`config.mk`:
```
export PLATFORM = sky130hd
export DESIGN_NAME = sest_tree
export DESIGN_NICKNAME = d
export VERILOG_FILES = /design/src/sest_pkg.sv /design/src/sest_tree.sv
export SDC_FILE = /design/constraint.sdc
export NUM_CORES = 1
export LEC_CHECK = 0
export ABC_CLOCK_PERIOD_IN_PS = 7900
export BUFFER_PORTS_ARGS = -buffer_cell sky130_fd_sc_hd__buf_2
export CAP_MARGIN = 5
export CORE_MARGIN = 1.5
export CORE_UTILIZATION = 45
export CTS_BUF_LIST = sky130_fd_sc_hd__clkbuf_16
export CTS_CLUSTER_SIZE = 10
export DETAILED_ROUTE_END_ITERATION = 7
export PLACE_DENSITY_LB_ADDON = 0.12
export SYNTH_ARGS = -nofsm -noshare
export SYNTH_HDL_FRONTEND = slang
export SYNTH_SLANG_ARGS = --single-unit
```
`constraint.sdc`:
```
create_clock -name MCLK -period 7.9 [get_ports MCLK]
set_clock_uncertainty 0.2 [all_clocks]
set_input_delay 0.395 -clock MCLK [delete_from_list [all_inputs] [get_ports MCLK]]
set_output_delay 0.395 -clock MCLK [all_outputs]
set_load 0.01 [all_outputs]
```
`src/sest_pkg.sv`:
```
// Purpose: Shared constants and command codes for the status event summary tree
// Assumes: One system clock; host command port on the same clock
// Notes:   Bit positions and reset values are named here and nowhere else
package sest_pkg;

	localparam int DW  = 16;
	localparam int NCH = 2;

	localparam logic [DW-1:0] ZERO_WORD = 16'h0000;

	// Per-output event bits
	localparam int OUTPUT_REGULATION_SUMMARY_VOLT_BIT = 0;
	localparam int OUTPUT_REGULATION_SUMMARY_CURR_BIT = 1;

	// Per-output condition bits
	localparam int COND_CC_BIT = 0;
	localparam int COND_CV_BIT = 1;
	localparam int COND_CP_BIT = 2;

	// Instrument register: output n reports at bit n
	localparam int INST_CH_BASE = 1;

	// Questionable register output-summary flag
	localparam int QUESTIONABLE_STATUS_EVENTS_OUTPUT_REGULATION_SUMMARY_BIT = 13;

	// Output index values on the command port
	localparam logic [1:0] IDX_FIRST  = 2'h1;
	localparam logic [1:0] IDX_SECOND = 2'h2;

	typedef enum logic [3:0] {
		OP_NOP       = 4'h0,
		OP_RD_QEVT   = 4'h1,
		OP_RD_QEN    = 4'h2,
		OP_WR_QEN    = 4'h3,
		OP_RD_IEVT   = 4'h4,
		OP_RD_IEN    = 4'h5,
		OP_WR_IEN    = 4'h6,
		OP_RD_SEVT   = 4'h7,
		OP_RD_SEN    = 4'h8,
		OP_WR_SEN    = 4'h9,
		OP_RD_COND   = 4'ha,
		OP_CLS       = 4'hb,
		OP_INST_RST  = 4'hc,
		OP_DEV_CLEAR = 4'hd
	} sest_op_t;

endpackage

```
`src/sest_tree.sv`:
```
// Purpose: Latched status event tree for a two-output instrument
// Assumes: Mode pins are asynchronous; command port is synchronous to MCLK
// Notes:   One command per cycle at most; every command gets one answer
`timescale 1ns/100ps

module sest_tree
	import sest_pkg::*;
(
	input  wire logic          MCLK,
	input  wire logic          RST_B,
	input  wire logic          CMD_VALID,
	input  wire logic [3:0]    CMD_OP,
	input  wire logic [1:0]    CMD_INDEX,
	input  wire logic [DW-1:0] CMD_WDATA,
	input  wire logic [NCH-1:0] OUT_ON,
	input  wire logic [NCH-1:0] VOLT_MODE,
	input  wire logic [NCH-1:0] CURR_MODE,
	input  wire logic [NCH-1:0] POWER_MODE,
	output logic               RSP_VALID,
	output logic [DW-1:0]      RSP_DATA,
	output logic               RSP_ERR,
	output logic               QUESTIONABLE_STATUS_EVENTS_SUMMARY
);

	// OR of enabled event bits
	function automatic logic summ(input logic [DW-1:0] ev, input logic [DW-1:0] en);
		summ = |(ev & en);
	endfunction

	// Index 1 or 2 selects an output
	function automatic logic idx_ok(input logic [1:0] idx);
		idx_ok = (idx == IDX_FIRST) || (idx == IDX_SECOND);
	endfunction

	function automatic logic idx_is(input logic [1:0] idx, input int ch);
		idx_is = (ch == 0) ? (idx == IDX_FIRST) : (idx == IDX_SECOND);
	endfunction

	// Live mode word for one output
	function automatic logic [DW-1:0] cond_word(input logic on, input logic cv,
		input logic cc, input logic cp);
		logic [DW-1:0] w;
		w = ZERO_WORD;
		if (on) begin
			if (cv) begin
				w[COND_CV_BIT] = 1'b1;
			end else if (cp) begin
				w[COND_CP_BIT] = 1'b1;
			end else if (cc) begin
				w[COND_CC_BIT] = 1'b1;
			end else begin
				w[COND_CV_BIT] = 1'b1;
				w[COND_CP_BIT] = 1'b1;
			end
		end
		cond_word = w;
	endfunction

	// Reset release
	logic rst_meta_q;
	logic rst_n_q;

	always_ff @(posedge MCLK or negedge RST_B) begin
		if (!RST_B) begin
			rst_meta_q <= 1'b0;
			rst_n_q    <= 1'b0;
		end else begin
			rst_meta_q <= 1'b1;
			rst_n_q    <= rst_meta_q;
		end
	end

	// Mode pin synchronisers
	logic [4*NCH-1:0] pin_meta_q;
	logic [4*NCH-1:0] pin_q;

	always_ff @(posedge MCLK or negedge rst_n_q) begin
		if (!rst_n_q) begin
			pin_meta_q <= '0;
			pin_q      <= '0;
		end else begin
			pin_meta_q <= {POWER_MODE, CURR_MODE, VOLT_MODE, OUT_ON};
			pin_q      <= pin_meta_q;
		end
	end

	logic [NCH-1:0] on_s;
	logic [NCH-1:0] cv_s;
	logic [NCH-1:0] cc_s;
	logic [NCH-1:0] cp_s;

	assign on_s = pin_q[NCH-1:0];
	assign cv_s = pin_q[2*NCH-1:NCH];
	assign cc_s = pin_q[3*NCH-1:2*NCH];
	assign cp_s = pin_q[4*NCH-1:3*NCH];

	// Command decode
	sest_op_t op;
	logic     cls;
	logic     rd_qevt;
	logic     rd_ievt;
	logic     wr_qen;
	logic     wr_ien;

	assign op      = sest_op_t'(CMD_OP);
	assign cls     = CMD_VALID && (op == OP_CLS);
	assign rd_qevt = CMD_VALID && (op == OP_RD_QEVT);
	assign rd_ievt = CMD_VALID && (op == OP_RD_IEVT);
	assign wr_qen  = CMD_VALID && (op == OP_WR_QEN);
	assign wr_ien  = CMD_VALID && (op == OP_WR_IEN);

	// Per-output registers
	logic [DW-1:0]  sev_q [NCH];
	logic [DW-1:0]  sen_q [NCH];
	logic [DW-1:0]  cond  [NCH];
	logic [NCH-1:0] was_cv_q;
	logic [NCH-1:0] was_cc_q;
	logic [NCH-1:0] ch_sum;

	for (genvar c = 0; c < NCH; c++) begin : g_out
		logic          rd_sev;
		logic          wr_sen;
		logic [DW-1:0] set_v;
		logic [DW-1:0] sev_d;

		assign rd_sev = CMD_VALID && (op == OP_RD_SEVT) && idx_is(CMD_INDEX, c);
		assign wr_sen = CMD_VALID && (op == OP_WR_SEN) && idx_is(CMD_INDEX, c);
		assign cond[c] = cond_word(on_s[c], cv_s[c], cc_s[c], cp_s[c]);

		always_comb begin
			set_v = ZERO_WORD;
			set_v[OUTPUT_REGULATION_SUMMARY_VOLT_BIT] = was_cv_q[c] && on_s[c] && !cv_s[c];
			set_v[OUTPUT_REGULATION_SUMMARY_CURR_BIT] = was_cc_q[c] && on_s[c] && !cc_s[c];
			// Set wins over clear in the same cycle
			sev_d = ((rd_sev || cls) ? ZERO_WORD : sev_q[c]) | set_v;
		end

		always_ff @(posedge MCLK or negedge rst_n_q) begin
			if (!rst_n_q) begin
				was_cv_q[c] <= 1'b0;
				was_cc_q[c] <= 1'b0;
			end else begin
				was_cv_q[c] <= on_s[c] && cv_s[c];
				was_cc_q[c] <= on_s[c] && cc_s[c];
			end
		end

		always_ff @(posedge MCLK or negedge rst_n_q) begin
			if (!rst_n_q) begin
				sev_q[c] <= ZERO_WORD;
			end else begin
				sev_q[c] <= sev_d;
			end
		end

		always_ff @(posedge MCLK or negedge rst_n_q) begin
			if (!rst_n_q) begin
				sen_q[c] <= ZERO_WORD;
			end else if (wr_sen) begin
				sen_q[c] <= CMD_WDATA;
			end
		end

		assign ch_sum[c] = summ(sev_q[c], sen_q[c]);
	end

	// Instrument register
	logic [DW-1:0] iev_q;
	logic [DW-1:0] ien_q;
	logic [DW-1:0] iset;

	always_comb begin
		iset = ZERO_WORD;
		for (int c = 0; c < NCH; c++) begin
			iset[INST_CH_BASE + c] = ch_sum[c];
		end
	end

	always_ff @(posedge MCLK or negedge rst_n_q) begin
		if (!rst_n_q) begin
			iev_q <= ZERO_WORD;
		end else begin
			// Clear-status also drops the level below, so its summary is stale
			iev_q <= cls ? ZERO_WORD : (rd_ievt ? ZERO_WORD : iev_q) | iset;
		end
	end

	always_ff @(posedge MCLK or negedge rst_n_q) begin
		if (!rst_n_q) begin
			ien_q <= ZERO_WORD;
		end else if (wr_ien) begin
			ien_q <= CMD_WDATA;
		end
	end

	// Questionable register, only the output-summary flag exists
	logic          qflag_q;
	logic [DW-1:0] qev;
	logic [DW-1:0] qen_q;

	always_ff @(posedge MCLK or negedge rst_n_q) begin
		if (!rst_n_q) begin
			qflag_q <= 1'b0;
		end else begin
			qflag_q <= cls ? 1'b0 : (rd_qevt ? 1'b0 : qflag_q) | summ(iev_q, ien_q);
		end
	end

	always_comb begin
		qev = ZERO_WORD;
		qev[QUESTIONABLE_STATUS_EVENTS_OUTPUT_REGULATION_SUMMARY_BIT] = qflag_q;
	end

	always_ff @(posedge MCLK or negedge rst_n_q) begin
		if (!rst_n_q) begin
			qen_q <= ZERO_WORD;
		end else if (wr_qen) begin
			qen_q <= CMD_WDATA;
		end
	end

	// Status byte summary bit
	always_ff @(posedge MCLK or negedge rst_n_q) begin
		if (!rst_n_q) begin
			QUESTIONABLE_STATUS_EVENTS_SUMMARY <= 1'b0;
		end else begin
			QUESTIONABLE_STATUS_EVENTS_SUMMARY <= summ(qev, qen_q);
		end
	end

	// Answer path
	logic [DW-1:0] rsp_d;
	logic          err_d;
	logic          sel;

	assign sel = (CMD_INDEX == IDX_SECOND);

	always_comb begin
		rsp_d = ZERO_WORD;
		err_d = 1'b0;
		case (op)
			OP_RD_QEVT:   rsp_d = qev;
			OP_RD_QEN:    rsp_d = qen_q;
			OP_WR_QEN:    rsp_d = ZERO_WORD;
			OP_RD_IEVT:   rsp_d = iev_q;
			OP_RD_IEN:    rsp_d = ien_q;
			OP_WR_IEN:    rsp_d = ZERO_WORD;
			OP_RD_SEVT:   begin
				err_d = !idx_ok(CMD_INDEX);
				rsp_d = err_d ? ZERO_WORD : sev_q[sel];
			end
			OP_RD_SEN:    begin
				err_d = !idx_ok(CMD_INDEX);
				rsp_d = err_d ? ZERO_WORD : sen_q[sel];
			end
			OP_WR_SEN:    err_d = !idx_ok(CMD_INDEX);
			OP_RD_COND:   begin
				err_d = !idx_ok(CMD_INDEX);
				rsp_d = err_d ? ZERO_WORD : cond[sel];
			end
			OP_CLS:       rsp_d = ZERO_WORD;
			OP_INST_RST:  rsp_d = ZERO_WORD;
			OP_DEV_CLEAR: rsp_d = ZERO_WORD;
			OP_NOP:       rsp_d = ZERO_WORD;
			default:      err_d = 1'b1;
		endcase
	end

	always_ff @(posedge MCLK or negedge rst_n_q) begin
		if (!rst_n_q) begin
			RSP_VALID <= 1'b0;
			RSP_DATA  <= ZERO_WORD;
			RSP_ERR   <= 1'b0;
		end else begin
			RSP_VALID <= CMD_VALID;
			RSP_DATA  <= CMD_VALID ? rsp_d : ZERO_WORD;
			RSP_ERR   <= CMD_VALID && err_d;
		end
	end

endmodule // sest_tree

```
# Word-level counts from Yosys, hierarchy flattened
# Cells that the tools add are included.
# word_totals
reg_bits,154
inputBits,33
output_inout_bits,19
elab_cells,121
# classes
order_cmp,1
n_eq_ne,15
muxes,37
n_bitwise,9
n_reduce_logical,39
# ops
op,n
16-bit 2-to-1 mux,16
16-bit case mux with 7 select lines,1
16-bit OR reduction,4
16-bit bitwise AND,3
16-bit by 2-bit OR with 16-bit output,2
"4-bit equality test, second input constant",6
1-bit logical AND,24
14-bit by 16-bit bitwise AND with 16-bit output,1
"4-bit by 3-bit equality test with 1-bit output, second input constant",4
16-bit by 3-bit OR with 16-bit output,1
1-bit 2-to-1 mux,12
10-bit OR reduction,1
3-bit 2-to-1 mux,3
"4-bit by 2-bit equality test with 1-bit output, second input constant",2
2-bit 2-to-1 mux,4
1-bit zero test,5
"4-bit by 1-bit equality test with 1-bit output, second input constant",1
4-bit zero test,1
4-bit OR reduction,1
1-bit logical OR,3
"2-bit by 1-bit equality test with 1-bit output, second input constant",1
"2-bit equality test, second input constant",1
"2-bit greater-or-equal comparator, second input constant",1
1-bit NOT with 2-bit output,1
other kinds (2),2

# Depth between registers and ports, before layout
# Gate-level depths: netlist (run 1).
# logic_depth
word_depth,10
depth_mapped,8
mapped_depth_nobuf,6

# Worst setup path after synthesis (run 1)
# No wires, ideal clock.
# synth_path
path_type,input to register
start,input CMD_INDEX[0]
end,register RSP_DATA[3]
setup_time_ns,0.136
arrival_ns,1.813
required_time_ns,7.564
path_slack_ns,5.750
cell_stages,7
path_buffers,2
path_cell_list,inv_1 > ha_1 > clkbuf_1 > clkbuf_1 > mux2_2 > a222oi_1 > nor2_1
# synth_between
elab_chain_cells,8
elab_cells_between_ends,15
classes_between,2 x eq/ne; 11 x mux; 1 x bitwise; 1 x reduce/logical
# synth_rtl
element,line,source
start: declaration,sest_tree.sv:13,"input wire logic [1:0] CMD_INDEX,"
2-bit equality test,"sest_tree.sv:32, sest_tree.sv:236",
1-bit NOT with 2-bit output (not written as such),"sest_tree.sv:250, sest_tree.sv:254",
16-bit 2-to-1 mux (on tied branches) (4 in series),"sest_tree.sv:254, sest_tree.sv:250",
16-bit case mux with 7 select lines *,sest_tree.sv:241,case (op)
16-bit 2-to-1 mux *,sest_tree.sv:276,RSP_DATA <= CMD_VALID ? rsp_d : ZERO_WORD;
end signal: assignment,sest_tree.sv:276,
end: declaration,sest_tree.sv:20,"output logic [DW-1:0] RSP_DATA,"
# Mark *: on every way between the ends. The rest lies on a longest branch, timed or not. The select of a mux whose other input is x is not followed.
# A chain may end at the register's enable or synchronous reset.

# Final worst setup path (run 1)
# layout_path
start,input CMD_OP[1]
end,register qen_q[12]
# layout_between
elab_chain_cells,2
# layout_rtl
element,line,source
start: declaration,sest_tree.sv:12,"input wire logic [3:0] CMD_OP,"
4-bit by 2-bit equality test with 1-bit output,sest_tree.sv:109,assign wr_qen = CMD_VALID && (op == OP_WR_QEN);
1-bit logical AND,sest_tree.sv:109,
end signal: assignment,sest_tree.sv:216,qen_q <= ZERO_WORD;
end signal: assignment,sest_tree.sv:218,qen_q <= CMD_WDATA;
end: declaration,sest_tree.sv:199,logic [DW-1:0] qen_q;
# No other way between the ends.

==> qor.txt, run 1 <==
multi-input gate area in the final layout: 1740 um^2
failing checks: DRC
via count: 2895
DIE AREA: 10900 um^2
first-pass GRT wire length: 15300 um
gr busiest metal: met2
Synth Flop Type: dfrtp_1
Slew Limit Fails: 0
gr ovfl total: 0
initial antenna violation count: 0
DP HPWL: 5760 um
PortBufs: 51
Clock Sinks: 112
syn nets: 367
TritonCTS clock tree: yes
CP Class: in -> reg
sequential share of the synthesized area: 0.604
# diodes: 0
Syn Inst Count: 332
cell taking the most area after synthesis: dfrtp_1
final setup vio count: 0
CTS Root Cell: clkbuf_16
Syn Area/Cell: 14.0 um^2
# DRC: 2
Hold Vio Cnt, Final: 0
Post-Layout Cell Count: 527
hold crit path type: reg -> async
Async S/R FF share, synth: 1.00
CP cell instances: buf_2 -> clkinv_1 -> nor3_4 -> mux2_2
Syn. warnings: 0
H-tree depth: 3
met2 Usage GRT: 0.273
commonest non-fill, non-tap cells in the layout: dfrtp_1 (111), mux2_2 (80), buf_2 (51), nor2_1 (20), a222oi_1 (14)
Core ar.: 9860 um^2
Yosys cell types: 44
CP top delay family: simple AND/OR/NAND/NOR gates
post-placement cell count: 502
RSZ-0062 raised after global routing: no
top cell type's share of synthesized area: 0.604
M1 GR Usage: 0.266
CP Data Required Time: 7930 ps
post-route ant nets: 0
pre-CTS setup slack: 5320 ps
P_leak: 2.50 nW
1st-pass router iterations: 8
max incr delay on CP: 850 ps
clock slew at reported path FFs: 80 ps
width of the chip: 105 um
Critical Path End Type: register
EDFF count, synth: 0
NumNets Final: 424
Max-cap violations: 0
num ports: 52
gpl congestion: 0.786
Initial Utilization: 0.470
PnR worst setup slack: 5670 ps
Reg area: 2810 um^2
Cell Area, Synth: 4640 um^2
Avg WL per Cell: 17.4 um
PD cells: 243 nW/um^2
Resize count post-CTS: 0
Die H: 105 um
Tcrit/Tclk final: 0.282
CTS max path bufs: 2
largest net degree at the start of global routing: 81
most common cell after layout, fill and taps aside: dfrtp_1
crit path max fanout: 16
min Tclk post-route: 2230 ps
CTS buffer count: 9
CP max stage cell: nor3_4
1st-iter DRT viols: 210
met3 Resource Use GR: 0.0320
synthesis-to-layout area growth: 16.9%
top cells by area, synth: dfrtp_1 (60%), mux2_2 (19%), a222oi_1 (3.0%)
status: finished with violations
CP startpoint kind: primary input
fill count: 817
vias per inst: 5.49
Slew HR: 0.317
Worst VDD drop: 0.143 mV
row count: 36
worst path buffer plus inverter count: 2
layout cell share with drive strength beyond 1: 0.401
fmax: 449 MHz
total track usage: 0.181
CP arrival: 2260 ps
worst-margin pin slew: 1020 ps
Post-CTS Setup Inserts: 0
final wirelength: 9180 um
synthesis-stage register bit count: 112
TNS Setup: 0 ps
Clk Latency, worst-skew pair: 340 ps
vias in the first global route: 2867
## area by class of cell
class	count	share of cell area
clock buffers	9	0.0415
flip-flops and latches	112	0.518
clock inverters	7	0.0157
multi-input cells	194	0.321
inverters	10	0.00692
repair buffers	62	0.0665
well taps	133	0.0307
## metrics by stage
| stage | util | cell area (um^2) | power, mW | hold WS, ps |
|---|---|---|---|---|
| after detailed placement | 0.509 | 5020 | 0.858 | -18.6 |
| after global placement | 0.509 | 5020 | 0.851 | -18.9 |
| after global routing | 0.550 | 5420 | 1.39 | 69.2 |
| after floorplan | - | 4640 | 0.807 | -101 |
| final | 0.550 | 5420 | 1.32 | 51.3 |
| after CTS | 0.550 | 5420 | 1.33 | 63.3 |
## flip-flops by register name, summed over array words and instances, names as in the netlist
signal	cells
was_cv_q	2
pin_q	8
rst_n_q	1
sev_q	4
rst_meta_q	1
iev_q	2
RSP_DATA	16
qflag_q	1
ien_q	16
RSP_VALID	1
qen_q	16
RSP_ERR	1
pin_meta_q	8
was_cc_q	2
QUESTIONABLE_STATUS_EVENTS_SUMMARY	1
sen_q	32
## layer usage
layer  routed length (um)  up-vias
met5                    0        -
met2                 4180       82
met3                  474       10
met1                 4400     1466
met4                  127        0
li1                     -     1337
## kinds of logic after synthesis
| family | Yosys count | synth area share |
|---|---|---|
| multiplexers | 84 | 0.203 |
| XOR/XNOR | 1 | 0.00189 |
| flip-flops | 112 | 0.604 |
| AND/OR/NAND/NOR | 60 | 0.0791 |
| adder cells (fa/ha/maj) | 2 | 0.00540 |
| buffers and inverters | 26 | 0.0251 |
| AO/OA/AOI/OAI | 46 | 0.0804 |
| other | 1 | 0.000809 |
## power by group
group	internal, mW	switching, mW
Clock	0.254	0.214
Sequential	0.650	0.0468
Combinational	0.0867	0.0656
Total	0.991	0.326
## Yosys cell counts, types with 4 or more instances
cell type	n
nand2_1	5
a32oi_1	4
nand3b_1	4
inv_1	9
clkbuf_1	5
a32o_1	5
buf_2	9
and2_1	6
nor2_1	20
a222oi_1	14
mux2_2	80
a21oi_1	8
dfrtp_1	112
mux2i_1	4
## final timing paths
kind / start / cells past startpoint / endpoint / slack, ps
worst min-delay path: rst_n_q / 0 / pin_meta_q[0] / 50
worst max-delay path: CMD_OP[1] / 4 / qen_q[12] / 5670
min in group MCLK: CMD_VALID / 1 / RSP_VALID / 80
worst min register to register: rst_n_q / 0 / pin_meta_q[0] / 50
worst max register to register: rst_n_q / 1 / sen_q[6] / 6120
max in group asynchronous: rst_n_q / 1 / sen_q[6] / 6120
## repair_timing
| action | in CTS | in global routing |
|---|---|---|
| setup endpoints to repair | 0 | 0 |
| endpoints found under the hold margin | 10 | 0 |
| hold buffers | 9 | 0 |
Note: power is estimated with default switching activity, not from simulation.
==> run 2: changes to the inputs <==
Settings changed: ABC_CLOCK_PERIOD_IN_PS 7900 to 2000.
Clock period 7.9 ns to 2 ns, I/O delays scaled along.
==> run 2 against run 1 <==
Compared with the run above:
- core utilization up 3.5 points
- register-to-register slack worse by 5800 ps
- first-iteration DRC count down 8.6%
- count of clock-buffer cells in the layout unchanged
- combinational power rose to 4.3 times the previous value
- sequential power rose to 3.9 times the previous value
- worst setup slack worse by 5400 ps
- flip-flop and latch count unchanged
- the run now ends clean
- critical path depth unchanged
- global-route usage up 1.4 points
- power rose to 4.0 times the previous value
- via count up 4.0%
==> qor.txt, run 2 (same netlist as run 1, synthesis figures left out) <==
largest net degree at the start of global routing: 78
PortBufs: 51
synthesis-to-layout area growth: 24.4%
CP max stage cell: or3b_2
Reg area: 2810 um^2
layout cell share with drive strength beyond 1: 0.404
status: complete, no violations
CP cell instances: or3b_2 -> o32ai_1 -> a2bb2oi_1 -> a21oi_1
DIE AREA: 10900 um^2
Hold Vio Cnt, Final: 0
crit path max fanout: 6
Core ar.: 9860 um^2
most common cell after layout, fill and taps aside: dfrtp_1
Clk Latency, worst-skew pair: 350 ps
# DRC: 0
Critical Path End Type: register
Min Hold Slack: 53.9 ps
via count: 3011
fmax: 583 MHz
1st-pass router iterations: 5
Clock Sinks: 112
TNS Setup: 0 ps
CP Data Required Time: 2070 ps
total track usage: 0.194
min Tclk post-route: 1710 ps
gpl congestion: 0.852
Resize count post-CTS: 0
CP startpoint kind: register
P_leak: 2.67 nW
CTS buffer count: 9
post-route ant nets: 0
Tcrit/Tclk final: 0.857
worst-margin pin slew: 619 ps
num ports: 52
Avg WL per Cell: 17.4 um
CTS max path bufs: 2
first-pass GRT wire length: 16300 um
row count: 36
Post-CTS Setup Inserts: 0
CP top delay family: simple AND/OR/NAND/NOR gates
Initial Utilization: 0.470
RSZ-0062 raised after global routing: no
NumNets Final: 456
CP arrival: 1780 ps
1st-iter DRT viols: 192
overall power: 5.27 mW
final wirelength: 9710 um
TritonCTS clock tree: yes
Largest register FFs: 32
vias in the first global route: 3017
# diodes: 0
max incr delay on CP: 510 ps
Hold Buf Count CTS: 27
DP HPWL: 6120 um
Slew Limit Fails: 0
Die H: 105 um
gr ovfl total: 0
multi-input gate area in the final layout: 1720 um^2
Max-cap violations: 0
H-tree depth: 3
Reg with most FFs: sen_q
initial antenna violation count: 0
clock slew at reported path FFs: 80 ps
fill count: 801
CTS Root Cell: clkbuf_16
Worst VDD drop: 0.423 mV
hold crit path type: in -> reg
final setup vio count: 0
PD cells: 914 nW/um^2
vias per inst: 5.39
commonest non-fill, non-tap cells in the layout: dfrtp_1 (111), mux2_2 (80), buf_2 (51), dlygate4sd3_1 (27), nor2_1 (20)
width of the chip: 105 um
worst path buffer plus inverter count: 0
CP Class: reg -> reg
Slew HR: 0.588
==> run 2: layer usage <==
metal | vias up | GRT usage | wire [um]
met5 | - | 0 | 0
met4 | 0 | 0.0685 | 192
met3 | 15 | 0.0420 | 450
met2 | 80 | 0.295 | 4540
met1 | 1519 | 0.276 | 4530
li1 | 1397 | - | -
==> run 2: metrics by stage <==
stage	area, um^2	cells	utilization	setup WS, ps
2_1_floorplan	4640	332	-	145
3_5_place_dp	5180	516	0.525	144
3_3_place_gp	5180	516	0.525	190
4_1_cts	5770	559	0.585	315
5_1_grt	5770	559	0.585	201
6_report	5770	559	0.585	286
==> run 2: where the power goes <==
group	internal (mW)	total, mW	switching (mW)	leakage [nW]
clock	0.924	1.87	0.942	0.156
sequential	2.57	2.75	0.178	1.41
combinational	0.384	0.660	0.275	1.10
==> run 2: final timing paths <==
path	start	endpoint	cells past startpoint	slack (ps)
max	pin_q[0]	RSP_DATA[0]	4	290
min in group asynchronous	rst_n_q	sen_q[16]	1	160
min reg2reg	pin_meta_q[0]	pin_q[0]	0	150
max in group asynchronous	RST_B	rst_n_q	3	1080
max reg2reg	pin_q[0]	RSP_DATA[0]	4	290
min	CMD_OP[1]	sev_q[17]	3	50
==> run 2: area by class of cell <==
class,instances,area share
Clock inverter,7,0.0167
Multi-Input combinational cell,194,0.298
Tap cell,133,0.0288
Inverter,10,0.00650
Clock buffer,9,0.0390
Timing Repair Buffer,94,0.125
Sequential cell,112,0.486
==> run 2: worst register-to-register path, cell delays in order (launching register included) <==
cell,delay [ps]
dfrtp_1,460
or3b_2,510
o32ai_1,180
a2bb2oi_1,110
a21oi_1,170
==> run 3: changes to the inputs <==
Settings changed: CELL_PAD_IN_SITES_DETAIL_PLACEMENT set to 1, CELL_PAD_IN_SITES_GLOBAL_PLACEMENT set to 1, CORE_MARGIN 1.5 to not set, CORE_UTILIZATION 45 to 43.
==> run 3 against run 2 <==
Compared with the run above:
- largest power group unchanged
- sequential power barely moved
- first-iteration DRC count fell by 24%
- highest routed layer unchanged
- power fell by 0.69%
- hold slack got worse by 27 ps
- non-clock buffer count rose by 2
==> qor.txt, run 3 (same netlist as run 1, synthesis figures left out) <==
largest net degree at the start of global routing: 49
max incr delay on CP: 520 ps
Critical Path End Type: register
Clock Sinks: 112
PnR worst setup slack: 158 ps
fill count: 1040
Max-cap violations: 0
gr ovfl total: 0
Reg area: 2810 um^2
via count: 3045
Die H: 106 um
first-pass GRT wire length: 17700 um
# diodes: 0
layout cell share with drive strength beyond 1: 0.404
hold crit path type: in -> reg
Core ar.: 10400 um^2
1st-pass router iterations: 5
most common cell after layout, fill and taps aside: dfrtp_1
overall power: 5.24 mW
Tcrit/Tclk final: 0.921
total track usage: 0.212
TritonCTS clock tree: yes
vias in the first global route: 3270
Avg WL per Cell: 19.2 um
worst-margin pin slew: 631 ps
CP Data Required Time: 2030 ps
status: complete, no violations
Clk Latency, worst-skew pair: 340 ps
Largest register FFs: 32
Critical Path Start: CMD_VALID
vias per inst: 5.40
Worst Setup EP: sen_q[10]
Critical R2R Capture: RSP_DATA[0]
initial antenna violation count: 0
clock slew at reported path FFs: 70 ps
Worst VDD drop: 0.532 mV
CP startpoint kind: primary input
cell count of the worst reg-to-reg path: 4
TNS Setup: 0 ps
Hold Vio Cnt, Final: 0
Layout Utilization: 0.556
commonest non-fill, non-tap cells in the layout: dfrtp_1 (111), mux2_2 (80), buf_2 (51), dlygate4sd3_1 (27), nor2_1 (20)
post-route ant nets: 0
pre-CTS setup slack: 145 ps
gpl congestion: 0.813
CTS max path bufs: 2
1st-iter DRT viols: 145
Min Hold Slack: 27.2 ps
width of the chip: 106 um
Initial Utilization: 0.447
NumNets Final: 458
min Tclk post-route: 1840 ps
CP Class: in -> reg
final wirelength: 10800 um
row count: 37
# DRC: 0
Reg with most FFs: sen_q
register-to-register setup slack: 310 ps
PortBufs: 51
num ports: 52
crit path max fanout: 16
P_leak: 2.67 nW
RSZ-0062 raised after global routing: no
fmax: 543 MHz
CP max stage cell: dlygate4sd3_1
hold path startpoint: CMD_OP[3]
RR Startpoint: pin_q[0]
CTS Root Cell: clkbuf_16
CP arrival: 1870 ps
final setup vio count: 0
PD cells: 908 nW/um^2
DP HPWL: 7030 um
CTS buffer count: 9
Slew Limit Fails: 0
multi-input gate area in the final layout: 1720 um^2
CP cell instances: dlygate4sd3_1 -> buf_2 -> nand3b_1 -> nor2_1 -> nand2_2 -> mux2_2
DIE AREA: 11200 um^2
Slew HR: 0.576
synthesis-to-layout area growth: 24.3%
H-tree depth: 3
==> run 3: cell types whose count changed in the layout (fill, tap and decap cells not counted) <==
cell / delta
clkinv_1: +1
clkinv_2: +2
buf_4: +2
clkinv_4: +2
bufinv_16: +1
inv_12: -2
inv_8: -2
clkinv_8: -2
==> run 3: worst max-delay path: cells and delay by family <==
family / cells / cell delay (ps)
buffers and inverters: 2 / 730
AND/OR/NAND/NOR: 3 / 650
multiplexers: 1 / 390
==> run 3: report_power, final <==
part,total (mW),leakage (nW),switching [mW],internal [mW]
registers,2.76,1.41,0.192,2.57
clock network,1.80,0.147,0.823,0.973
logic,0.678,1.11,0.286,0.392
total,5.24,2.67,1.30,3.93
==> run 3: repair_timing <==
action | 4_1_cts | 5_1_grt
hold buffers | 27 | 0
resized for setup | 0 | 0
buffers inserted | 0 | 0
endpoints found under the hold margin | 77 | 0
==> run 3: worst min path at each step <==
stage,slack [ps],cells after the start,to
2_1_floorplan,-400,0,rst_meta_q
3_3_place_gp,-320,1,rst_meta_q
3_5_place_dp,-310,1,rst_meta_q
4_1_cts,20,3,RSP_DATA[2]
5_1_grt,40,3,RSP_DATA[13]
6_report,30,3,RSP_DATA[2]
==> run 3: layer usage <==
layer | part of all wire | GRT usage
met1 | 0.46 | 0.287
met2 | 0.50 | 0.347
met3 | 0.031 | 0.0402
met4 | 0.0073 | 0.0595
met5 | 0 | 0
==> run 3: stage by stage <==
step	std cells	area, um^2
after global placement	521	5200
after floorplan	332	4640
after global routing	564	5760
after detailed placement	521	5200
final	564	5760
after CTS	564	5760
==> run 3: cell type report <==
type                    instances  area share
multi-input cells             194       0.298
well taps                     136      0.0295
clock inverters                 7      0.0122
clock buffers                   9      0.0391
inverters                      10     0.00651
repair buffers                 96       0.128
flip-flops and latches        112       0.487
